### src/bridge_adc_pkg.sv
// Shared constants, types and helpers for the bridge result and multisample path
package bridge_adc_pkg;

  // ----------------------------------------------------------------
  // Clock and converter timing
  // ----------------------------------------------------------------
  localparam int CLK_PERIOD_NS      = 10;
  localparam int NS_PER_US          = 1000;
  localparam int CONV_SHORT_US      = 50;
  localparam int CONV_LONG_US       = 100;
  localparam int CONV_SHORT_CYC_DEF = (CONV_SHORT_US * NS_PER_US) / CLK_PERIOD_NS;
  localparam int CONV_LONG_CYC_DEF  = (CONV_LONG_US * NS_PER_US) / CLK_PERIOD_NS;
  localparam int CNT_W              = 14;

  // ----------------------------------------------------------------
  // Widths and depths
  // ----------------------------------------------------------------
  localparam int RAW_W      = 24;
  localparam int SAMPLE_W   = 16;
  localparam int SLOT_N     = 10;
  localparam int SLOT_CNT_W = 4;
  localparam int FIFO_DEPTH = 8;
  localparam int CONV_W     = RAW_W + 3;
  localparam int SAMPLE_LSB = RAW_W - SAMPLE_W;

  // ----------------------------------------------------------------
  // Result codes
  // ----------------------------------------------------------------
  localparam logic [31:0]         RAW_INVALID   = 32'hFF800000;
  localparam logic [31:0]         RAW_NEG_FS    = 32'hFF800001;
  localparam logic [31:0]         RAW_POS_FS    = 32'h007FFFFF;
  localparam logic [SAMPLE_W-1:0] SAMPLE_INVALID = 16'h8000;
  localparam logic [SAMPLE_W-1:0] SAMPLE_NEG_FS  = 16'h8001;

  // ----------------------------------------------------------------
  // Status and configuration fields
  // ----------------------------------------------------------------
  localparam int          STAT_INVALID_BIT = 0;
  localparam int          STAT_OPEN_BIT    = 1;
  localparam int          STAT_NOSYNC_BIT  = 2;
  localparam logic [7:0]  STATUS_RESET     = 8'h05;
  localparam int          RANGE_CODE_W     = 3;
  localparam logic [7:0]  RANGE_RESET      = 8'h00;
  localparam logic [7:0]  CYC_SEL_50US     = 8'h00;
  localparam logic [7:0]  CYC_SEL_100US    = 8'h01;
  localparam logic        CFG_ADDR_RANGE   = 1'b0;
  localparam logic        CFG_ADDR_CYCLE   = 1'b1;

  // ----------------------------------------------------------------
  // Types
  // ----------------------------------------------------------------
  typedef struct packed {
    logic [RAW_W-1:0] code;
    logic             over;
    logic             under;
    logic             open;
  } conv_t;

  typedef logic [SLOT_N-1:0][SAMPLE_W-1:0] slots_t;

  typedef enum logic [1:0] {
    SYNC_ACQ    = 2'b00,
    SYNC_SETTLE = 2'b01,
    SYNC_LOCKED = 2'b11
  } sync_state_t;

  // ----------------------------------------------------------------
  // Helpers
  // ----------------------------------------------------------------
  function automatic logic [8:0] range_mvv(input logic [RANGE_CODE_W-1:0] code);
    case (code)
      3'h0:    range_mvv = 9'h010;
      3'h1:    range_mvv = 9'h008;
      3'h2:    range_mvv = 9'h004;
      3'h3:    range_mvv = 9'h002;
      3'h4:    range_mvv = 9'h100;
      3'h5:    range_mvv = 9'h080;
      3'h6:    range_mvv = 9'h040;
      default: range_mvv = 9'h020;
    endcase
  endfunction : range_mvv

  function automatic logic [SAMPLE_W-1:0] to_sample(input conv_t c, input logic bad);
    logic [SAMPLE_W-1:0] s;
    s = c.code[RAW_W-1:SAMPLE_LSB];
    if (bad) begin
      to_sample = SAMPLE_INVALID;
    end else if (s == SAMPLE_INVALID) begin
      to_sample = SAMPLE_NEG_FS;
    end else begin
      to_sample = s;
    end
  endfunction : to_sample

endpackage : bridge_adc_pkg

### src/bridge_adc_result_multisample.sv
// Bridge result, module status and locked multisample slots
//
// How it works
// Invalid result sets bit 0, value 0xFF800000
// Bit 2 low only while locked to bus
// Signed 24-bit result in 32-bit word
// Code -8388608 reserved for negative invalid
// Underflow clamps to -8388607, valid range inside
// Overflow or open gives 8388607, open bit
// Decode 3-bit range, upper bits zero
// Cycle byte: 0 is 50us, 1 100us
// Bus cycle must be converter period multiple
// Converter period fixed, locked to bus cycle
// Multisampling offered on channel one only
// Three to ten sample slots per cycle
// Excess conversions drop oldest, keep newest ten
// Unsynchronised cycle outputs invalid code 0x8000
// Unfilled slots carry invalid code 0x8000
// Controller should disable unused slots
// Each slot carries 16-bit raw result
// Open bit clears itself when measurements recover
// Status bits 3 to 7 read zero
`timescale 1ns/1ps
module bridge_adc_result_multisample
  import bridge_adc_pkg::*;
#(
  parameter int CONV_SHORT_CYCLES = CONV_SHORT_CYC_DEF,
  parameter int CONV_LONG_CYCLES  = CONV_LONG_CYC_DEF
) (
  input  wire logic        clk_sys,
  input  wire logic        rst_n,
  input  wire logic        bus_cycle_start,
  input  wire logic        conv_valid,
  input  wire conv_t       conv_data,
  output logic             conv_ready,
  output logic             conv_start,
  input  wire logic        bridge_supply_fault,
  input  wire logic        io_supply_fault,
  input  wire logic        cfg_wr,
  input  wire logic        cfg_addr,
  input  wire logic [7:0]  cfg_wdata,
  output logic [7:0]       multisample_range_config,
  output logic [7:0]       multisample_cycle_select,
  output logic [8:0]       range_mvv_out,
  output logic [7:0]       module_status,
  output logic [31:0]      bridge_raw_value,
  output slots_t           sample_slot_n,
  output logic [SLOT_CNT_W-1:0] slot_fill
);

  logic [7:0]            range_cfg_r;
  logic [7:0]            cycle_sel_r;
  logic                  cfg_changed_r;
  logic [8:0]            range_mvv_r;
  logic                  configured;
  logic                  invalid_now;
  logic [CNT_W-1:0]      period_cyc;
  logic [CNT_W-1:0]      phase_r;
  logic                  tick;
  logic                  aligned;
  logic                  conv_start_r;
  sync_state_t           sync_r;
  sync_state_t           sync_nxt;
  logic                  fifo_in_ready;
  logic                  fifo_out_valid;
  logic                  fifo_out_ready;
  conv_t                 fifo_out_data;
  logic                  pop;
  slots_t                win_r;
  logic [SLOT_CNT_W-1:0] win_cnt_r;
  slots_t                slots_r;
  logic [SLOT_CNT_W-1:0] slot_fill_r;
  logic                  open_seen_r;
  logic [7:0]            status_r;
  logic [31:0]           raw_r;
  logic signed [31:0]    raw_ext;

  // ----------------------------------------------------------------
  // Configuration registers
  // ----------------------------------------------------------------
  always_ff @(posedge clk_sys) begin
    if (!rst_n) begin
      range_cfg_r   <= RANGE_RESET;
      cycle_sel_r   <= CYC_SEL_50US;
      cfg_changed_r <= 1'b0;
    end else begin
      cfg_changed_r <= cfg_wr;
      if (cfg_wr && cfg_addr == CFG_ADDR_RANGE) begin
        range_cfg_r <= cfg_wdata;
      end
      if (cfg_wr && cfg_addr == CFG_ADDR_CYCLE) begin
        cycle_sel_r <= cfg_wdata;
      end
    end
  end

  always_ff @(posedge clk_sys) begin
    if (!rst_n) begin
      range_mvv_r <= '0;
    end else begin
      range_mvv_r <= range_mvv(range_cfg_r[RANGE_CODE_W-1:0]);
    end
  end

  // Reserved range bits or cycle codes leave the converter unconfigured
  assign configured  = (range_cfg_r[7:RANGE_CODE_W] == '0) && (cycle_sel_r <= CYC_SEL_100US);
  assign invalid_now = bridge_supply_fault || io_supply_fault || !configured;
  assign period_cyc  = (cycle_sel_r == CYC_SEL_100US) ? CNT_W'(CONV_LONG_CYCLES)
                                                      : CNT_W'(CONV_SHORT_CYCLES);

  // ----------------------------------------------------------------
  // Converter period, restarted by each bus cycle
  // ----------------------------------------------------------------
  assign tick    = (phase_r == period_cyc - 1'b1);
  assign aligned = bus_cycle_start && tick;

  always_ff @(posedge clk_sys) begin
    if (!rst_n) begin
      phase_r <= '0;
    end else if (cfg_changed_r || bus_cycle_start || tick) begin
      phase_r <= '0;
    end else begin
      phase_r <= phase_r + 1'b1;
    end
  end

  always_ff @(posedge clk_sys) begin
    if (!rst_n) begin
      conv_start_r <= 1'b0;
    end else begin
      conv_start_r <= tick && configured;
    end
  end

  // ----------------------------------------------------------------
  // Lock tracking
  // ----------------------------------------------------------------
  always_comb begin
    sync_nxt = sync_r;
    if (cfg_changed_r) begin
      sync_nxt = SYNC_ACQ;
    end else if (bus_cycle_start) begin
      case (sync_r)
        SYNC_ACQ:    sync_nxt = SYNC_SETTLE;
        SYNC_SETTLE: sync_nxt = aligned ? SYNC_LOCKED : SYNC_SETTLE;
        SYNC_LOCKED: sync_nxt = aligned ? SYNC_LOCKED : SYNC_SETTLE;
        default:     sync_nxt = SYNC_ACQ;
      endcase
    end
  end

  always_ff @(posedge clk_sys) begin
    if (!rst_n) begin
      sync_r <= SYNC_ACQ;
    end else begin
      sync_r <= sync_nxt;
    end
  end

  // ----------------------------------------------------------------
  // Result buffer, drain stalls on the publish cycle
  // ----------------------------------------------------------------
  sample_fifo #(
    .WIDTH (CONV_W),
    .DEPTH (FIFO_DEPTH)
  ) u_fifo (
    .clk_sys   (clk_sys),
    .rst_n     (rst_n),
    .in_valid  (conv_valid),
    .in_ready  (fifo_in_ready),
    .in_data   (conv_data),
    .out_valid (fifo_out_valid),
    .out_ready (fifo_out_ready),
    .out_data  (fifo_out_data)
  );

  assign fifo_out_ready = !bus_cycle_start;
  assign pop            = fifo_out_valid && fifo_out_ready;
  assign conv_ready     = fifo_in_ready;

  // ----------------------------------------------------------------
  // Sample window of the running bus cycle, single channel
  // ----------------------------------------------------------------
  always_ff @(posedge clk_sys) begin
    if (!rst_n) begin
      win_r     <= '0;
      win_cnt_r <= '0;
    end else if (bus_cycle_start) begin
      win_cnt_r <= '0;
    end else if (pop) begin
      if (win_cnt_r < SLOT_CNT_W'(SLOT_N)) begin
        win_r[win_cnt_r] <= to_sample(fifo_out_data, invalid_now);
        win_cnt_r        <= win_cnt_r + 1'b1;
      end else begin
        win_r <= {to_sample(fifo_out_data, invalid_now), win_r[SLOT_N-1:1]};
      end
    end
  end

  // ----------------------------------------------------------------
  // Slot publication at the bus cycle start
  // ----------------------------------------------------------------
  always_ff @(posedge clk_sys) begin
    if (!rst_n) begin
      slots_r     <= {SLOT_N{SAMPLE_INVALID}};
      slot_fill_r <= '0;
    end else if (bus_cycle_start) begin
      for (int i = 0; i < SLOT_N; i++) begin
        if (sync_nxt == SYNC_LOCKED && SLOT_CNT_W'(i) < win_cnt_r) begin
          slots_r[i] <= win_r[i];
        end else begin
          slots_r[i] <= SAMPLE_INVALID;
        end
      end
      slot_fill_r <= (sync_nxt == SYNC_LOCKED) ? win_cnt_r : '0;
    end
  end

  // ----------------------------------------------------------------
  // Raw 24-bit value
  // ----------------------------------------------------------------
  assign raw_ext = 32'(signed'(fifo_out_data.code));

  always_ff @(posedge clk_sys) begin
    if (!rst_n) begin
      raw_r <= RAW_INVALID;
    end else if (invalid_now) begin
      raw_r <= RAW_INVALID;
    end else if (pop) begin
      if (fifo_out_data.open || fifo_out_data.over || raw_ext >= signed'(RAW_POS_FS)) begin
        raw_r <= RAW_POS_FS;
      end else if (fifo_out_data.under || raw_ext <= signed'(RAW_NEG_FS)) begin
        raw_r <= RAW_NEG_FS;
      end else begin
        raw_r <= raw_ext;
      end
    end
  end

  // ----------------------------------------------------------------
  // Module status
  // ----------------------------------------------------------------
  always_ff @(posedge clk_sys) begin
    if (!rst_n) begin
      open_seen_r <= 1'b0;
    end else if (pop && fifo_out_data.open) begin
      open_seen_r <= 1'b1;
    end else if (bus_cycle_start) begin
      open_seen_r <= 1'b0;
    end
  end

  always_ff @(posedge clk_sys) begin
    if (!rst_n) begin
      status_r <= STATUS_RESET;
    end else begin
      status_r                   <= '0;
      status_r[STAT_INVALID_BIT] <= invalid_now;
      status_r[STAT_NOSYNC_BIT]  <= (sync_nxt != SYNC_LOCKED);
      if (pop && fifo_out_data.open) begin
        status_r[STAT_OPEN_BIT] <= 1'b1;
      end else if (bus_cycle_start && !open_seen_r) begin
        status_r[STAT_OPEN_BIT] <= 1'b0;
      end else begin
        status_r[STAT_OPEN_BIT] <= status_r[STAT_OPEN_BIT];
      end
    end
  end

  // ----------------------------------------------------------------
  // Outputs
  // ----------------------------------------------------------------
  assign multisample_range_config = range_cfg_r;
  assign multisample_cycle_select = cycle_sel_r;
  assign range_mvv_out            = range_mvv_r;
  assign conv_start               = conv_start_r;
  assign module_status            = status_r;
  assign bridge_raw_value         = raw_r;
  assign sample_slot_n            = slots_r;
  assign slot_fill                = slot_fill_r;

  // ----------------------------------------------------------------
  // Checks
  // ----------------------------------------------------------------
  AST_INVALID_RAW: assert property (@(posedge clk_sys) disable iff (!rst_n)
    invalid_now |=> status_r[STAT_INVALID_BIT] && raw_r == RAW_INVALID)
    else $error("invalid result not reported");

  AST_NOSYNC_BIT: assert property (@(posedge clk_sys) disable iff (!rst_n)
    status_r[STAT_NOSYNC_BIT] == (sync_r != SYNC_LOCKED))
    else $error("sync status bit disagrees with lock state");

  AST_SIGN_EXT: assert property (@(posedge clk_sys) disable iff (!rst_n)
    raw_r[31:RAW_W-1] == '0 || raw_r[31:RAW_W-1] == '1)
    else $error("raw value exceeds 24-bit signed range");

  AST_RESERVED_CODE: assert property (@(posedge clk_sys) disable iff (!rst_n)
    raw_r == RAW_INVALID |-> $past(invalid_now) || $past(raw_r) == RAW_INVALID)
    else $error("reserved code without invalid cause");

  AST_OPEN_FS: assert property (@(posedge clk_sys) disable iff (!rst_n)
    pop && fifo_out_data.open && !invalid_now |=> raw_r == RAW_POS_FS && status_r[STAT_OPEN_BIT])
    else $error("open circuit not reported");

  AST_OPEN_CLEAR: assert property (@(posedge clk_sys) disable iff (!rst_n)
    bus_cycle_start && !open_seen_r |=> !status_r[STAT_OPEN_BIT])
    else $error("open bit did not clear");

  AST_TICK_SPACING: assert property (@(posedge clk_sys) disable iff (!rst_n)
    conv_start_r |=> !conv_start_r [*2])
    else $error("converter start too close");

  AST_UNSYNC_SLOTS: assert property (@(posedge clk_sys) disable iff (!rst_n)
    bus_cycle_start && sync_nxt != SYNC_LOCKED |=> slots_r == {SLOT_N{SAMPLE_INVALID}} && slot_fill_r == '0)
    else $error("unsynchronised slots not invalid");

  AST_WIN_BOUND: assert property (@(posedge clk_sys) disable iff (!rst_n)
    win_cnt_r <= SLOT_CNT_W'(SLOT_N))
    else $error("window count above slot count");

  AST_STATUS_RSVD: assert property (@(posedge clk_sys) disable iff (!rst_n)
    status_r[7:3] == '0)
    else $error("reserved status bits set");

  AST_MISALIGNED_START: assert property (@(posedge clk_sys) disable iff (!rst_n)
    bus_cycle_start && !aligned |=> status_r[STAT_NOSYNC_BIT])
    else $error("misaligned bus cycle reported as locked");

  AST_PUBLISH_FILL: assert property (@(posedge clk_sys) disable iff (!rst_n)
    bus_cycle_start && sync_nxt == SYNC_LOCKED |=> slot_fill_r == $past(win_cnt_r))
    else $error("published fill differs from window count");

  AST_PAD_LAST_SLOT: assert property (@(posedge clk_sys) disable iff (!rst_n)
    bus_cycle_start |=> slots_r[SLOT_N-1] == SAMPLE_INVALID || slot_fill_r == SLOT_CNT_W'(SLOT_N))
    else $error("unfilled last slot not invalid");

  AST_CFG_RESTART: assert property (@(posedge clk_sys) disable iff (!rst_n)
    cfg_changed_r |=> sync_r == SYNC_ACQ && phase_r == '0)
    else $error("config write did not restart lock");

  AST_UNCONF_NO_START: assert property (@(posedge clk_sys) disable iff (!rst_n)
    !configured |=> !conv_start_r)
    else $error("converter started while unconfigured");

endmodule : bridge_adc_result_multisample

### src/sample_fifo.sv
// Small flip-flop FIFO with valid/ready on both sides
`timescale 1ns/1ps
module sample_fifo #(
  parameter int WIDTH = 27,
  parameter int DEPTH = 8
) (
  input  wire logic             clk_sys,
  input  wire logic             rst_n,
  input  wire logic             in_valid,
  output logic                  in_ready,
  input  wire logic [WIDTH-1:0] in_data,
  output logic                  out_valid,
  input  wire logic             out_ready,
  output logic      [WIDTH-1:0] out_data
);

  localparam int PTR_W = $clog2(DEPTH);

  logic [WIDTH-1:0] mem_r [DEPTH];
  logic [PTR_W-1:0] wr_ptr_r;
  logic [PTR_W-1:0] rd_ptr_r;
  logic [PTR_W:0]   count_r;
  logic [PTR_W:0]   count_nxt;
  logic             full_r;
  logic             empty_r;
  logic             push;
  logic             pop;

  assign push      = in_valid && !full_r;
  assign pop       = out_ready && !empty_r;
  assign in_ready  = !full_r;
  assign out_valid = !empty_r;
  assign out_data  = mem_r[rd_ptr_r];

  // ----------------------------------------------------------------
  // Occupancy
  // ----------------------------------------------------------------
  always_comb begin
    count_nxt = count_r;
    if (push && !pop) begin
      count_nxt = count_r + 1'b1;
    end else if (pop && !push) begin
      count_nxt = count_r - 1'b1;
    end
  end

  always_ff @(posedge clk_sys) begin
    if (!rst_n) begin
      count_r <= '0;
      full_r  <= 1'b0;
      empty_r <= 1'b1;
    end else begin
      count_r <= count_nxt;
      full_r  <= (count_nxt == (PTR_W+1)'(DEPTH));
      empty_r <= (count_nxt == '0);
    end
  end

  // ----------------------------------------------------------------
  // Storage and pointers
  // ----------------------------------------------------------------
  always_ff @(posedge clk_sys) begin
    if (!rst_n) begin
      wr_ptr_r <= '0;
      rd_ptr_r <= '0;
    end else begin
      if (push) begin
        wr_ptr_r <= (wr_ptr_r == PTR_W'(DEPTH - 1)) ? '0 : wr_ptr_r + 1'b1;
      end
      if (pop) begin
        rd_ptr_r <= (rd_ptr_r == PTR_W'(DEPTH - 1)) ? '0 : rd_ptr_r + 1'b1;
      end
    end
  end

  always_ff @(posedge clk_sys) begin
    if (push) begin
      mem_r[wr_ptr_r] <= in_data;
    end
  end

endmodule : sample_fifo

### config.mk
export PLATFORM = sky130hd
export DESIGN_NAME = bridge_adc_result_multisample
export DESIGN_NICKNAME = d
export VERILOG_FILES = /design/src/bridge_adc_pkg.sv /design/src/bridge_adc_result_multisample.sv /design/src/sample_fifo.sv
export SDC_FILE = /design/constraint.sdc
export NUM_CORES = 1
export LEC_CHECK = 0
export BUFFER_PORTS_ARGS = -buffer_cell sky130_fd_sc_hd__buf_4
export CORE_AREA = 2 2 346 279
export CTS_CLUSTER_SIZE = 10
export DETAILED_ROUTE_END_ITERATION = 6
export DIE_AREA = 0 0 348 281
export SETUP_SLACK_MARGIN = 0.4
export SYNTH_ARGS = -nofsm -noshare
export SYNTH_HDL_FRONTEND = slang
export SYNTH_SLANG_ARGS = --single-unit
export TNS_END_PERCENT = 100
### constraint.sdc
create_clock -name clk_sys -period 3.09 [get_ports clk_sys]
set_input_delay 0.309 -clock clk_sys [delete_from_list [all_inputs] [get_ports clk_sys]]
set_output_delay 0.309 -clock clk_sys [all_outputs]
set_load 0.02 [all_outputs]
==> metrics.md <==
| Metric | Value |
|---|---|
| Maxcap violations | `0` |
| TritonCTS Buffers | `74` |
| Worst R2R End | `bridge_raw_value[3]` |
| # rows | `101` |
| Fmax | `383 MHz` |
| Lkg Pwr | `11.0 nW` |
| Crit path DAT | `3110 ps` |
| Starting Density | `0.248` |
| Design area | `30100 um^2` |
| Post-synth EDFFs | `216` |
| Count of pins over their slew limit | `0` |
| Hold endpoint | `module_status[2]` |
| Share of the synthesized area in the top cell type | `0.353` |
| Worst-path clk slew | `60 ps` |
| GP Congestion | `0.789` |
| Worst Path Required | `3590 ps` |
| Pin count of the biggest net entering global routing | `155` |
| Type of the worst setup path | `reg2reg` |
| Worst vdd ir | `0.000330 V` |
| Vias post-DR | `17400` |
| Warnings, synthesis | `0` |
| CP max stage delay | `500 ps` |
| 1st-pass router iterations | `5` |
| Clk sinks | `629` |
| Post-Syn Area | `23400 um^2` |
| PnR Total Power | `18.3 mW` |
| Overflow after GRT | `0` |
| Post-synth top cells | `413 x dfxtp_1, 261 x nor2_1, 216 x edfxtp_1` |
| Filler cells | `9390` |
| Final ANT Viol Nets | `0` |
| Status | `completed` |
| Die Ht | `281 um` |
| CP Capture Type | `flip-flop` |
| RSZ-0062 raised after global routing | `yes` |
| Count leader, synth | `dfxtp_1` |
| Synth cell types | `62` |
| Top FF cell, synth | `dfxtp_1` |
| Async set or reset register ratio after synthesis | `0` |
| Final period utilization | `0.846` |
| # port buffers | `267` |
| Worst Path Max Fanout | `8` |
| Ratio of cells with drive above 1 in the final layout | `0.269` |
| Worst path slowest cell | `mux4_2` |
| Core area | `94400 um^2` |
| DR vias/cell | `4.92` |
| Most frequent CP cell | `buf_4` |
| FF-to-FF path depth | `10` |
| Die W | `348 um` |
| CTS root buffer | `clkbuf_16` |
| Initial antenna violation count | `7` |
| WL final | `76.4 mm` |
| Min-delay worst type | `in2reg` |
| Tmin final | `2610 ps` |
| CTS tree | `yes` |
| Max_slew headroom | `0.392` |
| Seq. cell area | `14800 um^2` |
| FF+latch count, synth | `629` |
| Area leader, netlist | `dfxtp_1` |
| Bufs on Longest Clock Path | `3` |
| Final Setup Violations | `0` |
| Drt wl/cell | `21.6 um` |
| Worst-skew pair later-pin latency | `630 ps` |
| Skew final | `22.1 ps` |
| Synth area leaders | `dfxtp_1 35%, edfxtp_1 28%, a22o_1 5.8%` |
| Actual slew at the worst max-slew pin | `910 ps` |
| # nets final | `2324` |
| Num ports | `274` |
| Gr usage total | `0.150` |
| Post-DP Area | `27200 um^2` |
| Post-route DRC | `0` |
| Area of the multi-input gates | `8170 um^2` |
| Vias in the first global route | `16500` |
| Startpoint of the worst hold path | `rst_n` |
| Final Core Density | `0.319` |
| Dpl hpwl | `50.2 mm` |
| Flop2flop setup slack | `480 ps` |
| Fin. Hold Viols | `0` |
| Synthesized instance count | `1912` |
| Layout area overhead | `28.7%` |
| Starting DRT DRC Count | `1706` |
| DIE AREA | `97800 um^2` |
| Syn_area_per_cell | `12.2 um^2` |
| First-pass GRT wire length | `111 mm` |
| Worst Setup Start Kind | `flip-flop` |
| Power density cells | `608 nW/um^2` |
| Hold Path Cell Cnt | `4` |
| Post-synthesis sequential area ratio | `0.630` |
| H-tree depth | `3` |
| Crit-path cells | `buf_4, mux4_2, mux2i_1, nor4_1, buf_4, nand4b_1, buf_4, o31ai_4, buf_4, o221a_2` |
-- worst max-delay path by stage --
stage / startpoint / endpoint / slack, ps / cells after the start
3_3_place_gp: multisample_cycle_select[3] / win_r[83] / -170 / 7
2_1_floorplan: flip-flop / win_r[111] / 680 / 8
4_1_cts: flip-flop / win_r[0] / 420 / 8
5_1_grt: flip-flop / win_r[48] / 350 / 11
6_report: flip-flop / bridge_raw_value[3] / 480 / 10
3_5_place_dp: multisample_cycle_select[3] / win_r[83] / -190 / 7
-- what timing repair did --
action,4_1_cts,5_1_grt
endpoints found under the setup margin,139,108
gates resized for setup,32,19
cloned,1,1
hold endpoints to repair,233,0
setup buffers,3,24
hold buffers,38,0
pin swaps,2,3
-- placed cells by master (no fill, tap or decap), types with 6 or more instances in the layout --
master and count:
nand4_1 9, o221ai_1 8, nor3_1 92, dlygate4sd3_1 38, dfxtp_1 410, nor2_2 9, nand3_1 20, nor2_4 9
xor2_1 8, xnor2_1 9, a221oi_1 126, nand2b_1 9, nor4_2 7, a32o_1 6, clkbuf_1 28, clkbuf_16 76
nand2_1 73, buf_12 8, nor4_1 6, edfxtp_1 216, and2_1 11, nor2_1 243, ha_1 11, inv_1 20
a22oi_1 9, conb_1 6, mux4_2 53, o221a_2 20, a21oi_2 8, mux2i_1 24, o21ai_1 8, a22o_1 155
buf_4 386, a21oi_1 57, o21ai_0 47
-- layout make-up --
cell class                      instances  share of cell area
Inverter                               21             0.00270
Clock buffer                          105              0.0670
Multi-Input combinational cell       1108               0.271
Sequential cell                       629               0.490
Antenna cell                            1           0.0000830
Tap cell                             1236              0.0513
Clock inverter                          6             0.00257
Timing Repair Buffer                  436               0.115
-- power by group --
group          leakage, nW  internal, mW  switching (mW)
combinational         4.64         0.663           0.948
clock                 1.01          4.52            3.35
sequential            5.30          8.73           0.108
-- state kept, by name, summed over array words and instances, names as in the netlist, 4 cells and up, named ones only --
signal	cells
bridge_raw_value	24
multisample_cycle_select	8
multisample_range_config	8
phase_r	14
range_mvv_out	8
sample_slot_n	160
slot_fill	4
u_fifo.count_r	4
u_fifo.mem_r	216
win_cnt_r	4
win_r	160
-- layer usage --
metal / vias up / global-route usage / wire [um] / part of all wire
met5: - / 0 / 73 / 0.00096
met4: 12 / 0.0514 / 2160 / 0.028
met3: 135 / 0.0373 / 5680 / 0.074
met2: 647 / 0.223 / 33400 / 0.44
met1: 8665 / 0.212 / 35100 / 0.46
li1: 7981 / - / - / -
-- kinds of logic (layout without fill, tap and decap cells) --
kind of cell,count (synthesis),count (layout),share of synthesized area
flops,629,629,0.630
simple gates,515,516,0.0976
compound gates,467,468,0.158
buf+inv,182,568,0.0343
mux,90,90,0.0678
xor+xnor,17,17,0.00636
fa+ha+maj,11,11,0.00588
other cells,1,7,0.000160
-- worst max-delay path: cells and delay by family (launching register included) --
kind            cells  cell delay, ps
simple gates        2             210
mux                 2             950
compound gates      2             310
buf+inv             4             670
flops               1             350
-- per-stage QoR --
stage | instances | hold slack (ps) | setup TNS, ps | setup WS [ps]
3_3_place_gp | 3363 | 422 | -4670 | -172
2_1_floorplan | 1917 | 395 | 0 | 678
5_1_grt | 3541 | 35.1 | 0 | 353
4_1_cts | 3516 | 1.88 | 0 | 417
3_5_place_dp | 3363 | 419 | -5730 | -190
6_report | 3542 | 43.0 | 0 | 477
Power figures use the tool's default switching activity.
